--- src/acp_params.svh ---
`ifndef ACP_PARAMS_SVH
`define ACP_PARAMS_SVH

// operand stack geometry
`define ACP_STACK_BYTES   16
`define ACP_STACK_IDX_W   4

// pin vector layout after synchronisation
`define ACP_PIN_CS        5
`define ACP_PIN_CMDSEL    4
`define ACP_PIN_RD        3
`define ACP_PIN_WR        2
`define ACP_PIN_DACK      1
`define ACP_PIN_SACK      0
`define ACP_PIN_IDLE      6'h3f

// status register field positions
`define ACP_ST_BUSY       7
`define ACP_ST_SIGN       6
`define ACP_ST_ZERO       5
`define ACP_ST_ERR_HI     4
`define ACP_ST_ERR_LO     1
`define ACP_ST_CARRY      0

// error code values
`define ACP_ERR_NONE      4'h0
`define ACP_ERR_DIVZ      4'h8
`define ACP_ERR_NEGARG    4'h4
`define ACP_ERR_BIGARG    4'hc
`define ACP_ERR_UNDER     4'h2
`define ACP_ERR_OVER      4'h1

// command byte: service request flag and opcode field
`define ACP_SERVICE_REQUEST_BIT     7
`define ACP_OP_NOP        7'h00
`define ACP_OP_SADD       7'h6c
`define ACP_OP_SSUB       7'h6d
`define ACP_OP_SMUL       7'h6e
`define ACP_OP_CHSS       7'h74
`define ACP_OP_PTOS       7'h77
`define ACP_OP_POPS       7'h78
`define ACP_OP_XCHS       7'h79
`define ACP_OP_DADD       7'h2c
`define ACP_OP_DSUB       7'h2d
`define ACP_OP_CHSD       7'h34
`define ACP_OP_PTOD       7'h37
`define ACP_OP_POPD       7'h38

// fixed execution time of every command, in clk cycles
`define ACP_EXEC_CYCLES   6'h10

`endif

--- src/acp_pkg.sv ---
package acp_pkg;

    // host access handshake states
    typedef enum logic [1:0] {
        ST_IDLE = 2'b00,
        ST_WAIT = 2'b01,
        ST_XFER = 2'b10,
        ST_HOLD = 2'b11
    } acp_state_e;

    // access kind, coded as {command_data_sel, read}
    typedef enum logic [1:0] {
        ACC_DATA_WR = 2'b00,
        ACC_DATA_RD = 2'b01,
        ACC_CMD_WR  = 2'b10,
        ACC_STAT_RD = 2'b11
    } acp_access_e;

    // floating point word: sign, 7-bit exponent, 24-bit fraction
    typedef struct packed {
        logic        sign;
        logic [6:0]  exponent;
        logic [23:0] mantissa;
    } acp_float_s;

endpackage

--- src/acp_byte_stack.sv ---
`include "acp_params.svh"
// sixteen byte operand stack; entry 0 is top of stack
module acp_byte_stack (
    input  wire logic        clk,
    input  wire logic        resetn,
    input  wire logic        pushEn,
    input  wire logic [7:0]  pushByte,
    input  wire logic        popEn,
    input  wire logic        loadEn,
    input  wire logic [3:0]  loadRot,
    input  wire logic [2:0]  loadCnt,
    input  wire logic [31:0] loadData,
    output logic      [63:0] topBytes
);
    logic [7:0] mem [`ACP_STACK_BYTES];

    // one register per entry; push shifts down, pop rotates up
    for (genvar i = 0; i < `ACP_STACK_BYTES; i++) begin : g_entry
        logic [3:0] rotSrc;
        logic [3:0] popSrc;
        logic [7:0] loadByte;
        assign rotSrc = 4'(i) + loadRot;
        assign popSrc = 4'(i) + 4'h1;
        if (i < 4) begin : g_res
            assign loadByte = (3'(i) < loadCnt) ? loadData[31-8*i -: 8]
                                                : mem[rotSrc];
        end else begin : g_keep
            assign loadByte = mem[rotSrc];
        end
        always_ff @(posedge clk) begin
            if (!resetn) begin
                mem[i] <= 8'h00;
            end else if (pushEn) begin
                // bottom byte falls off the end
                mem[i] <= (i == 0) ? pushByte : mem[(i + 15) % 16];
            end else if (popEn) begin
                mem[i] <= mem[popSrc];
            end else if (loadEn) begin
                mem[i] <= loadByte;
            end
        end
        if (i < 8) begin : g_top
            assign topBytes[63-8*i -: 8] = mem[i];
        end
    end
endmodule

--- src/acp_host_port.sv ---
`include "acp_params.svh"
// Overview of operation
// - fixed operands are two's complement, sign in the top bit
// - float word: sign on top, 7-bit exponent, 24-bit fraction
// - floats normalised with fraction bit 23 set; zero is all zeros
// - stack holds eight 16-bit levels, or four 32-bit values
// - stack takes a byte per write; reads return bytes in reverse
// - data write pushes a byte on top, bottom byte is lost
// - data read returns top byte, which rotates to the bottom
// - command write starts a command on top and next operands
// - on completion drop exec_done_n, clear busy, maybe raise request
// - done ack releases exec_done_n; service ack drops the request
// - command write while busy waits with ready low until done
// - stack access while busy waits with ready low until done
// - idle stack read: ready low only while top byte is latched
// - idle stack write: ready low until the latch is free
// - status read: ready low briefly, accepted even while busy
// - status: busy, sign, zero, four-bit error code, carry
// - sign and zero flags describe the top of stack value
// - error field codes divide, negative argument, range, under/over
// - carry flag shows carry or borrow out of the top bit
// - other status bits are undefined while busy reads one
// - status read puts the status register on the bus any time
module acp_host_port (
    input  wire logic       clk,
    input  wire logic       resetn,
    input  wire logic       chipSelectN,
    input  wire logic       commandDataSel,
    input  wire logic       readStrobeN,
    input  wire logic       writeStrobeN,
    input  wire logic [7:0] dataIn,
    output logic      [7:0] dataOut,
    output logic            dataOe,
    output logic            ready,
    output logic            execDoneN,
    output logic            serviceRequest,
    input  wire logic       doneAckN,
    input  wire logic       serviceAckN
);
    logic [5:0]               pinMeta_r;
    logic [5:0]               pinSync_r;
    logic [7:0]               dataMeta_r;
    logic [7:0]               dataSync_r;
    logic                     rdAct;
    logic                     wrAct;
    logic                     accReq;
    logic                     doneAck;
    logic                     service_ack_n;
    acp_pkg::acp_access_e     kindNow;
    acp_pkg::acp_access_e     kind_r;
    acp_pkg::acp_state_e      state_r;
    acp_pkg::acp_state_e      stateNxt;
    logic                     xfer;
    logic                     ready_r;
    logic [7:0]               dataOut_r;
    logic                     dataOe_r;
    logic                     execDoneN_r;
    logic                     serviceRequest_r;
    logic                     busy_r;
    logic [7:0]               cmd_r;
    logic [5:0]               cnt_r;
    logic                     finish;
    logic                     sign_r;
    logic                     zero_r;
    logic [3:0]               err_r;
    logic                     carry_r;
    logic [7:0]               statusVal;
    logic [63:0]              topBytes;
    logic [15:0]              au;
    logic [15:0]              al;
    logic [31:0]              a32;
    logic [31:0]              b32;
    logic [16:0]              sum17;
    logic [16:0]              dif17;
    logic [31:0]              prod32;
    logic [32:0]              sum33;
    logic [32:0]              dif33;
    logic [3:0]               loadRot;
    logic [2:0]               loadCnt;
    logic [31:0]              loadData;
    logic                     flagUpd;
    logic                     wide;
    logic [15:0]              top16;
    logic [31:0]              top32;
    logic                     resCarry;
    logic [3:0]               resErr;
    logic                     resSign;
    logic                     resZero;
    acp_pkg::acp_float_s      topFloat;

    // two flops on every host pin before anything looks at it
    always_ff @(posedge clk) begin
        if (!resetn) begin
            pinMeta_r  <= `ACP_PIN_IDLE;
            pinSync_r  <= `ACP_PIN_IDLE;
            dataMeta_r <= 8'h00;
            dataSync_r <= 8'h00;
        end else begin
            pinMeta_r  <= {chipSelectN, commandDataSel, readStrobeN,
                           writeStrobeN, doneAckN, serviceAckN};
            pinSync_r  <= pinMeta_r;
            dataMeta_r <= dataIn;
            dataSync_r <= dataMeta_r;
        end
    end

    // decode; both strobes low at once is no access at all
    assign rdAct   = !pinSync_r[`ACP_PIN_RD];
    assign wrAct   = !pinSync_r[`ACP_PIN_WR];
    assign accReq  = !pinSync_r[`ACP_PIN_CS] && (rdAct != wrAct);
    assign doneAck = !pinSync_r[`ACP_PIN_DACK];
    assign service_ack_n   = !pinSync_r[`ACP_PIN_SACK];
    assign kindNow = acp_pkg::acp_access_e'({pinSync_r[`ACP_PIN_CMDSEL],
                                             rdAct});

    // access handshake: wait while busy, one latch cycle, then hold
    always_comb begin
        stateNxt = state_r;
        unique case (state_r)
            acp_pkg::ST_IDLE: begin
                if (accReq) begin
                    // status reads never wait on a command
                    if (busy_r && kindNow != acp_pkg::ACC_STAT_RD) begin
                        stateNxt = acp_pkg::ST_WAIT;
                    end else begin
                        stateNxt = acp_pkg::ST_XFER;
                    end
                end
            end
            acp_pkg::ST_WAIT: begin
                if (!busy_r) begin
                    stateNxt = acp_pkg::ST_XFER;
                end
            end
            acp_pkg::ST_XFER: begin
                stateNxt = acp_pkg::ST_HOLD;
            end
            acp_pkg::ST_HOLD: begin
                // lines are held steady by the host until ready rises
                if (!accReq) begin
                    stateNxt = acp_pkg::ST_IDLE;
                end
            end
        endcase
    end

    // state, access kind and ready line
    always_ff @(posedge clk) begin
        if (!resetn) begin
            state_r <= acp_pkg::ST_IDLE;
            kind_r  <= acp_pkg::ACC_DATA_WR;
            ready_r <= 1'b1;
        end else begin
            state_r <= stateNxt;
            if (state_r == acp_pkg::ST_IDLE && accReq) begin
                kind_r <= kindNow;
            end
            ready_r <= (stateNxt == acp_pkg::ST_IDLE) ||
                       (stateNxt == acp_pkg::ST_HOLD);
        end
    end

    assign xfer = (state_r == acp_pkg::ST_XFER);

    // status byte, busy on top
    assign statusVal = {busy_r, sign_r, zero_r, err_r, carry_r};

    // read latch; driven until the host lets go of the strobe
    always_ff @(posedge clk) begin
        if (!resetn) begin
            dataOut_r <= 8'h00;
            dataOe_r  <= 1'b0;
        end else begin
            if (xfer && kind_r == acp_pkg::ACC_DATA_RD) begin
                dataOut_r <= topBytes[63:56];
            end else if (xfer && kind_r == acp_pkg::ACC_STAT_RD) begin
                dataOut_r <= statusVal;
            end
            dataOe_r <= (stateNxt == acp_pkg::ST_HOLD) &&
                        (kind_r == acp_pkg::ACC_DATA_RD ||
                         kind_r == acp_pkg::ACC_STAT_RD);
        end
    end

    // command execution: fixed length countdown
    always_ff @(posedge clk) begin
        if (!resetn) begin
            busy_r <= 1'b0;
            cmd_r  <= 8'h00;
            cnt_r  <= 6'h00;
        end else if (xfer && kind_r == acp_pkg::ACC_CMD_WR) begin
            busy_r <= 1'b1;
            cmd_r  <= dataSync_r;
            cnt_r  <= `ACP_EXEC_CYCLES;
        end else if (busy_r) begin
            cnt_r <= cnt_r - 6'h01;
            if (finish) begin
                busy_r <= 1'b0;
            end
        end
    end

    assign finish = busy_r && (cnt_r == 6'h01);

    // completion lines; a finish beats an ack in the same cycle
    always_ff @(posedge clk) begin
        if (!resetn) begin
            execDoneN_r      <= 1'b1;
            serviceRequest_r <= 1'b0;
        end else begin
            if (finish) begin
                execDoneN_r <= 1'b0;
            end else if (doneAck) begin
                execDoneN_r <= 1'b1;
            end
            if (finish && cmd_r[`ACP_SERVICE_REQUEST_BIT]) begin
                serviceRequest_r <= 1'b1;
            end else if (service_ack_n) begin
                serviceRequest_r <= 1'b0;
            end
        end
    end

    // operands: top 16-bit levels and top two 32-bit values
    assign au     = topBytes[63:48];
    assign al     = topBytes[47:32];
    assign a32    = topBytes[63:32];
    assign b32    = topBytes[31:0];
    assign sum17  = {1'b0, al} + {1'b0, au};
    assign dif17  = {1'b0, al} - {1'b0, au};
    assign prod32 = $signed(al) * $signed(au);
    assign sum33  = {1'b0, b32} + {1'b0, a32};
    assign dif33  = {1'b0, b32} - {1'b0, a32};

    // result, stack rearrangement and flags for each opcode
    always_comb begin
        loadRot  = 4'h0;
        loadCnt  = 3'h0;
        loadData = 32'h0;
        flagUpd  = 1'b1;
        wide     = 1'b0;
        top16    = 16'h0;
        top32    = 32'h0;
        resCarry = 1'b0;
        resErr   = `ACP_ERR_NONE;
        case (cmd_r[6:0])
            `ACP_OP_SADD: begin
                loadRot = 4'h2;
                top16   = sum17[15:0];
                resCarry = sum17[16];
                if (al[15] == au[15] && top16[15] != al[15]) begin
                    resErr = `ACP_ERR_OVER;
                end
            end
            `ACP_OP_SSUB: begin
                loadRot = 4'h2;
                top16   = dif17[15:0];
                resCarry = dif17[16];
                if (al[15] != au[15] && top16[15] != al[15]) begin
                    resErr = `ACP_ERR_OVER;
                end
            end
            `ACP_OP_SMUL: begin
                loadRot = 4'h2;
                top16   = prod32[15:0];
                if (prod32[31:16] != {16{prod32[15]}}) begin
                    resErr = `ACP_ERR_OVER;
                end
            end
            `ACP_OP_CHSS: begin
                top16 = 16'h0000 - au;
                if (au == 16'h8000) begin
                    resErr = `ACP_ERR_OVER;
                end
            end
            `ACP_OP_PTOS: begin
                loadRot = 4'he;
                top16   = au;
            end
            `ACP_OP_POPS: begin
                loadRot = 4'h2;
                top16   = al;
            end
            `ACP_OP_XCHS: begin
                top16 = al;
            end
            `ACP_OP_DADD: begin
                wide     = 1'b1;
                loadRot  = 4'h4;
                top32    = sum33[31:0];
                resCarry = sum33[32];
                if (b32[31] == a32[31] && top32[31] != b32[31]) begin
                    resErr = `ACP_ERR_OVER;
                end
            end
            `ACP_OP_DSUB: begin
                wide     = 1'b1;
                loadRot  = 4'h4;
                top32    = dif33[31:0];
                resCarry = dif33[32];
                if (b32[31] != a32[31] && top32[31] != b32[31]) begin
                    resErr = `ACP_ERR_OVER;
                end
            end
            `ACP_OP_CHSD: begin
                wide  = 1'b1;
                top32 = 32'h0000_0000 - a32;
                if (a32 == 32'h8000_0000) begin
                    resErr = `ACP_ERR_OVER;
                end
            end
            `ACP_OP_PTOD: begin
                wide    = 1'b1;
                loadRot = 4'hc;
                top32   = a32;
            end
            `ACP_OP_POPD: begin
                wide    = 1'b1;
                loadRot = 4'h4;
                top32   = b32;
            end
            default: begin
                // no-op and unknown opcodes leave stack and flags alone
                flagUpd = 1'b0;
            end
        endcase
        // pops leave no result; xchs rewrites both halves
        if (!flagUpd || cmd_r[6:0] == `ACP_OP_POPS ||
            cmd_r[6:0] == `ACP_OP_POPD) begin
            loadCnt = 3'h0;
        end else if (cmd_r[6:0] == `ACP_OP_XCHS) begin
            loadCnt  = 3'h4;
            loadData = {al, au};
        end else if (wide) begin
            loadCnt  = 3'h4;
            loadData = top32;
        end else begin
            loadCnt  = 3'h2;
            loadData = {top16, 16'h0000};
        end
    end

    // flags from the new top; a 32-bit top reads as sign/exp/fraction
    assign topFloat = acp_pkg::acp_float_s'(top32);
    assign resSign  = wide ? topFloat.sign : top16[15];
    assign resZero  = wide ? (top32 == 32'h0) : (top16 == 16'h0);

    // flags are only rewritten at completion, so they hold old values
    // while busy and software must not trust them then
    always_ff @(posedge clk) begin
        if (!resetn) begin
            sign_r  <= 1'b0;
            zero_r  <= 1'b0;
            err_r   <= `ACP_ERR_NONE;
            carry_r <= 1'b0;
        end else if (finish && flagUpd) begin
            sign_r  <= resSign;
            zero_r  <= resZero;
            err_r   <= resErr;
            carry_r <= resCarry;
        end
    end

    // stack is shared: host bytes when idle, results at completion
    acp_byte_stack u_stack (
        .clk      (clk),
        .resetn   (resetn),
        .pushEn   (xfer && kind_r == acp_pkg::ACC_DATA_WR),
        .pushByte (dataSync_r),
        .popEn    (xfer && kind_r == acp_pkg::ACC_DATA_RD),
        .loadEn   (finish && flagUpd),
        .loadRot  (loadRot),
        .loadCnt  (loadCnt),
        .loadData (loadData),
        .topBytes (topBytes)
    );

    assign dataOut        = dataOut_r;
    assign dataOe         = dataOe_r;
    assign ready          = ready_r;
    assign execDoneN      = execDoneN_r;
    assign serviceRequest = serviceRequest_r;
endmodule

--- config.mk ---
export PLATFORM = sky130hd
export DESIGN_NAME = acp_host_port
export DESIGN_NICKNAME = d
export VERILOG_FILES = /design/src/acp_pkg.sv /design/src/acp_byte_stack.sv /design/src/acp_host_port.sv
export VERILOG_INCLUDE_DIRS = /design/src /design/src/src
export SDC_FILE = /design/constraint.sdc
export NUM_CORES = 2
export LEC_CHECK = 0
export BUFFER_PORTS_ARGS = -buffer_cell sky130_fd_sc_hd__buf_2
export CORE_MARGIN = 2
export CORE_UTILIZATION = 45
export CTS_BUF_LIST = sky130_fd_sc_hd__clkbuf_4 sky130_fd_sc_hd__clkbuf_8
export DETAILED_ROUTE_END_ITERATION = 12
export HOLD_SLACK_MARGIN = 0.08
export PLACE_DENSITY_LB_ADDON = 0.05
export SETUP_SLACK_MARGIN = 0.02
export SLEW_MARGIN = 40
export SYNTH_ARGS = -nofsm -noshare
export SYNTH_HDL_FRONTEND = slang
export SYNTH_SLANG_ARGS = --single-unit
--- constraint.sdc ---
create_clock -name clk -period 12.25 [get_ports clk]
set_input_delay 2.45 -clock clk [delete_from_list [all_inputs] [get_ports clk]]
set_output_delay 2.45 -clock clk [all_outputs]
set_load 0.02 [all_outputs]
==> metrics <==
status=completed; vias in the first global route=30,400; Max Fclk=123 MHz; Least-Margin Pin Slew=0.949 ns; Synth cell types=94; first-pass GRT wire length=204,000 µm; fill count=6,789; number of synthesized flops with an enable pin=128; crit path from=u_stack.mem[2][1]$_DFFE_PP_; clock skew=0.0445 ns; number of hold buffers added after cts=0; endpoints failing setup=0; critical-path maximum fanout=22; gr ovfl total=0; Avg Inst Size Synth=7.91 µm²; drt pass-1 iters=9; Syn Inst Count=3,912; IO Pins=28; CTS tree=built; Worst Path Arrival=8.66 ns; GPL Wtd Cong=1.03; H-tree levels=4; Setup TNS Final=0 ns; die footprint=70,900 µm²; clock tree buffer depth=2; Yosys top cell area share=0.172; worst vdd ir=0.303 mV; Slew headroom=0.363; Root Buffer=clkbuf_8; number of port buffers=27; Crit Path Class=reg -> reg; Ys Warns=0; Final period util=0.666; RSZ-0062 raised after global routing=no; syn nets=4,381; WP data required=12.75 ns; FFs w/ async S/R, synth=0; Area contributors post-synth=fa_1 17%, edfxtp_1 12%, ha_1 7.6%; largest net degree at the start of global routing=97; DRC Markers=0; routed vias=31,700; worst flop-to-flop path startpoint=u_stack.mem[2][1]$_DFFE_PP_; global route hottest layer=met2; Final min period=8.16 ns; crit path max-delay cell type=clkinv_1; Row Count=96; startpoint class of the critical path=register; via count normalized by instance count=6.80; nets@finish=4,238; initial antenna violation count=8; Layout Area Growth over Synthesis=5.21%; WL final=139,000 µm; final core utilization=0.476; worst stage delay on the critical path=0.82 ns; total track usage=0.390; Starting Density=0.453; post-detail-place hpwl=101,000 µm; Num CTS Buffers=17; Wirelength per Cell=29.7 µm; Leakage=12.6 nW; most frequent cells in the layout=533 x nand2_1, 378 x nor2_1, 340 x inv_1, 266 x fa_1, 231 x mux2i_1; Max Cap Violations=0; TritonCTS Sinks=191; height of the chip=266 µm; grt met1 use=0.517; GR Util met2=0.585; postcts setup bufs=0; main flop type after synthesis=edfxtp_1; largest family of logic cells by synthesized area=adder cells; sequential element share of the synthesized area=0.165; adder-cell share of the synthesized area=0.248; Seq cells post-synth=191; Reg clk slew, reported paths=0.16 ns; mux share of post-synthesis cell area=0.0773; Clk Latency, worst-skew pair=0.61 ns; share of layout cells above drive strength 1=0.0640; CP dominant cell by count=fa_1; Core Area=68,300 µm²; Hold Crit Start=pinMeta_r[0]$_SDFF_PN1_; Post-DRT Antenna Nets=0; commonest non-fill, non-tap cell in the layout=nand2_1; final hold violation count=0; GR Util met3=0.120; cell taking the most area after synthesis=fa_1; Hold Path Class=reg -> reg; Synth Area in Compound Gates=0.232; Setup crit end kind=register; synthesized cell area=30,900 µm²; Final Max Tran Viols=0; XOR/XNOR share of the synthesized area=0.0164; Die Wd=266 µm; Starting DRT DRC Count=4,347; CTS resizes=0; PwrDens=132 nW/µm²; simple-gate share of the synthesized area=0.180
[cells in the mapped netlist, drive strengths merged (32+ instances only)]
master  number
a211oi     112
a21o        32
a21oi      216
a31oi      116
buf         52
clkbuf     240
dfxtp       63
edfxtp     128
fa         266
ha         187
inv        349
mux2i      231
nand2      537
nand2b      36
nand3       39
nor2       382
nor3        65
o21ai      136
o22ai      116
xnor2       35
[worst paths after layout]
path                              to  slack [ns]  cells past startpoint
max            err_r[0]$_SDFFE_PN0P_        4.09                     25
min          pinSync_r[0]$_SDFF_PN1_        0.43                      1
max reg2reg    err_r[0]$_SDFFE_PN0P_        4.09                     25
min reg2reg  pinSync_r[0]$_SDFF_PN1_        0.43                      1
[cell families (layout without fill, tap and decap cells)]
group	after synthesis	in the layout
AND/OR/NAND/NOR	1259	1259
adder cells (fa/ha/maj)	453	453
AO/OA/AOI/OAI	1060	1060
other	0	3
XOR/XNOR	58	58
buffers and inverters	656	526
flip-flops	191	191
multiplexers	235	235
[power breakdown]
group | switching (mW) | internal (mW) | leakage [nW] | total, mW
registers | 0.0441 | 0.721 | 1.85 | 0.765
clock network | 0.336 | 0.161 | 0.210 | 0.498
logic | 1.89 | 1.13 | 10.6 | 3.02
[state kept, by name, summed over array words and instances, names as in the netlist, 2 cells and up]
register	cells
cmd_r	8
cnt_r	6
dataMeta_r	8
dataOut	8
dataSync_r	8
kind_r	2
pinMeta_r	6
pinSync_r	6
state_r	2
u_stack.mem	128
[worst max-delay path: cells and delay by family (launching register included)]
kind	cells	cell delay, ns
buffers and inverters	6	1.47
multiplexers	1	0.17
adder cells (fa/ha/maj)	7	3.18
AO/OA/AOI/OAI	9	2.23
AND/OR/NAND/NOR	2	0.67
flip-flops	1	0.34
[routing by layer]
layer / vias up / wire length, µm / part of all wire
met4: 2 / 7160 / 0.052
met3: 418 / 17000 / 0.12
met5: - / 5 / 0.000036
li1: 13600 / - / -
met1: 15600 / 55600 / 0.40
met2: 2052 / 59100 / 0.43
[cell type report]
| cell class | count | area, µm² | share of cell area |
|---|---|---|---|
| repair buffers | 130 | 977 | 0.0300 |
| clock buffers | 18 | 241 | 0.00742 |
| multi-input cells | 3065 | 23600 | 0.724 |
| flip-flops and latches | 191 | 5110 | 0.157 |
| well taps | 882 | 1100 | 0.0339 |
| clock inverters | 14 | 180 | 0.00553 |
| diodes | 3 | 7.51 | 0.000231 |
| inverters | 364 | 1370 | 0.0420 |
[per-stage QoR]
| step | hold slack (ns) | worst slack [ns] | std cells | power [mW] | cell area (µm²) |
|---|---|---|---|---|---|
| after floorplan | 0.386 | 5.22 | 3912 | 2.92 | 30900 |
| after CTS | 0.431 | 4.26 | 4662 | 4.24 | 32500 |
| final | 0.428 | 4.09 | 4667 | 4.28 | 32600 |
| after global routing | 0.436 | 3.80 | 4666 | 4.62 | 32600 |
| after global placement | 0.398 | 4.50 | 4628 | 3.68 | 31900 |
| after detailed placement | 0.397 | 4.24 | 4630 | 3.72 | 32000 |
(Power assumes the default switching activity.)
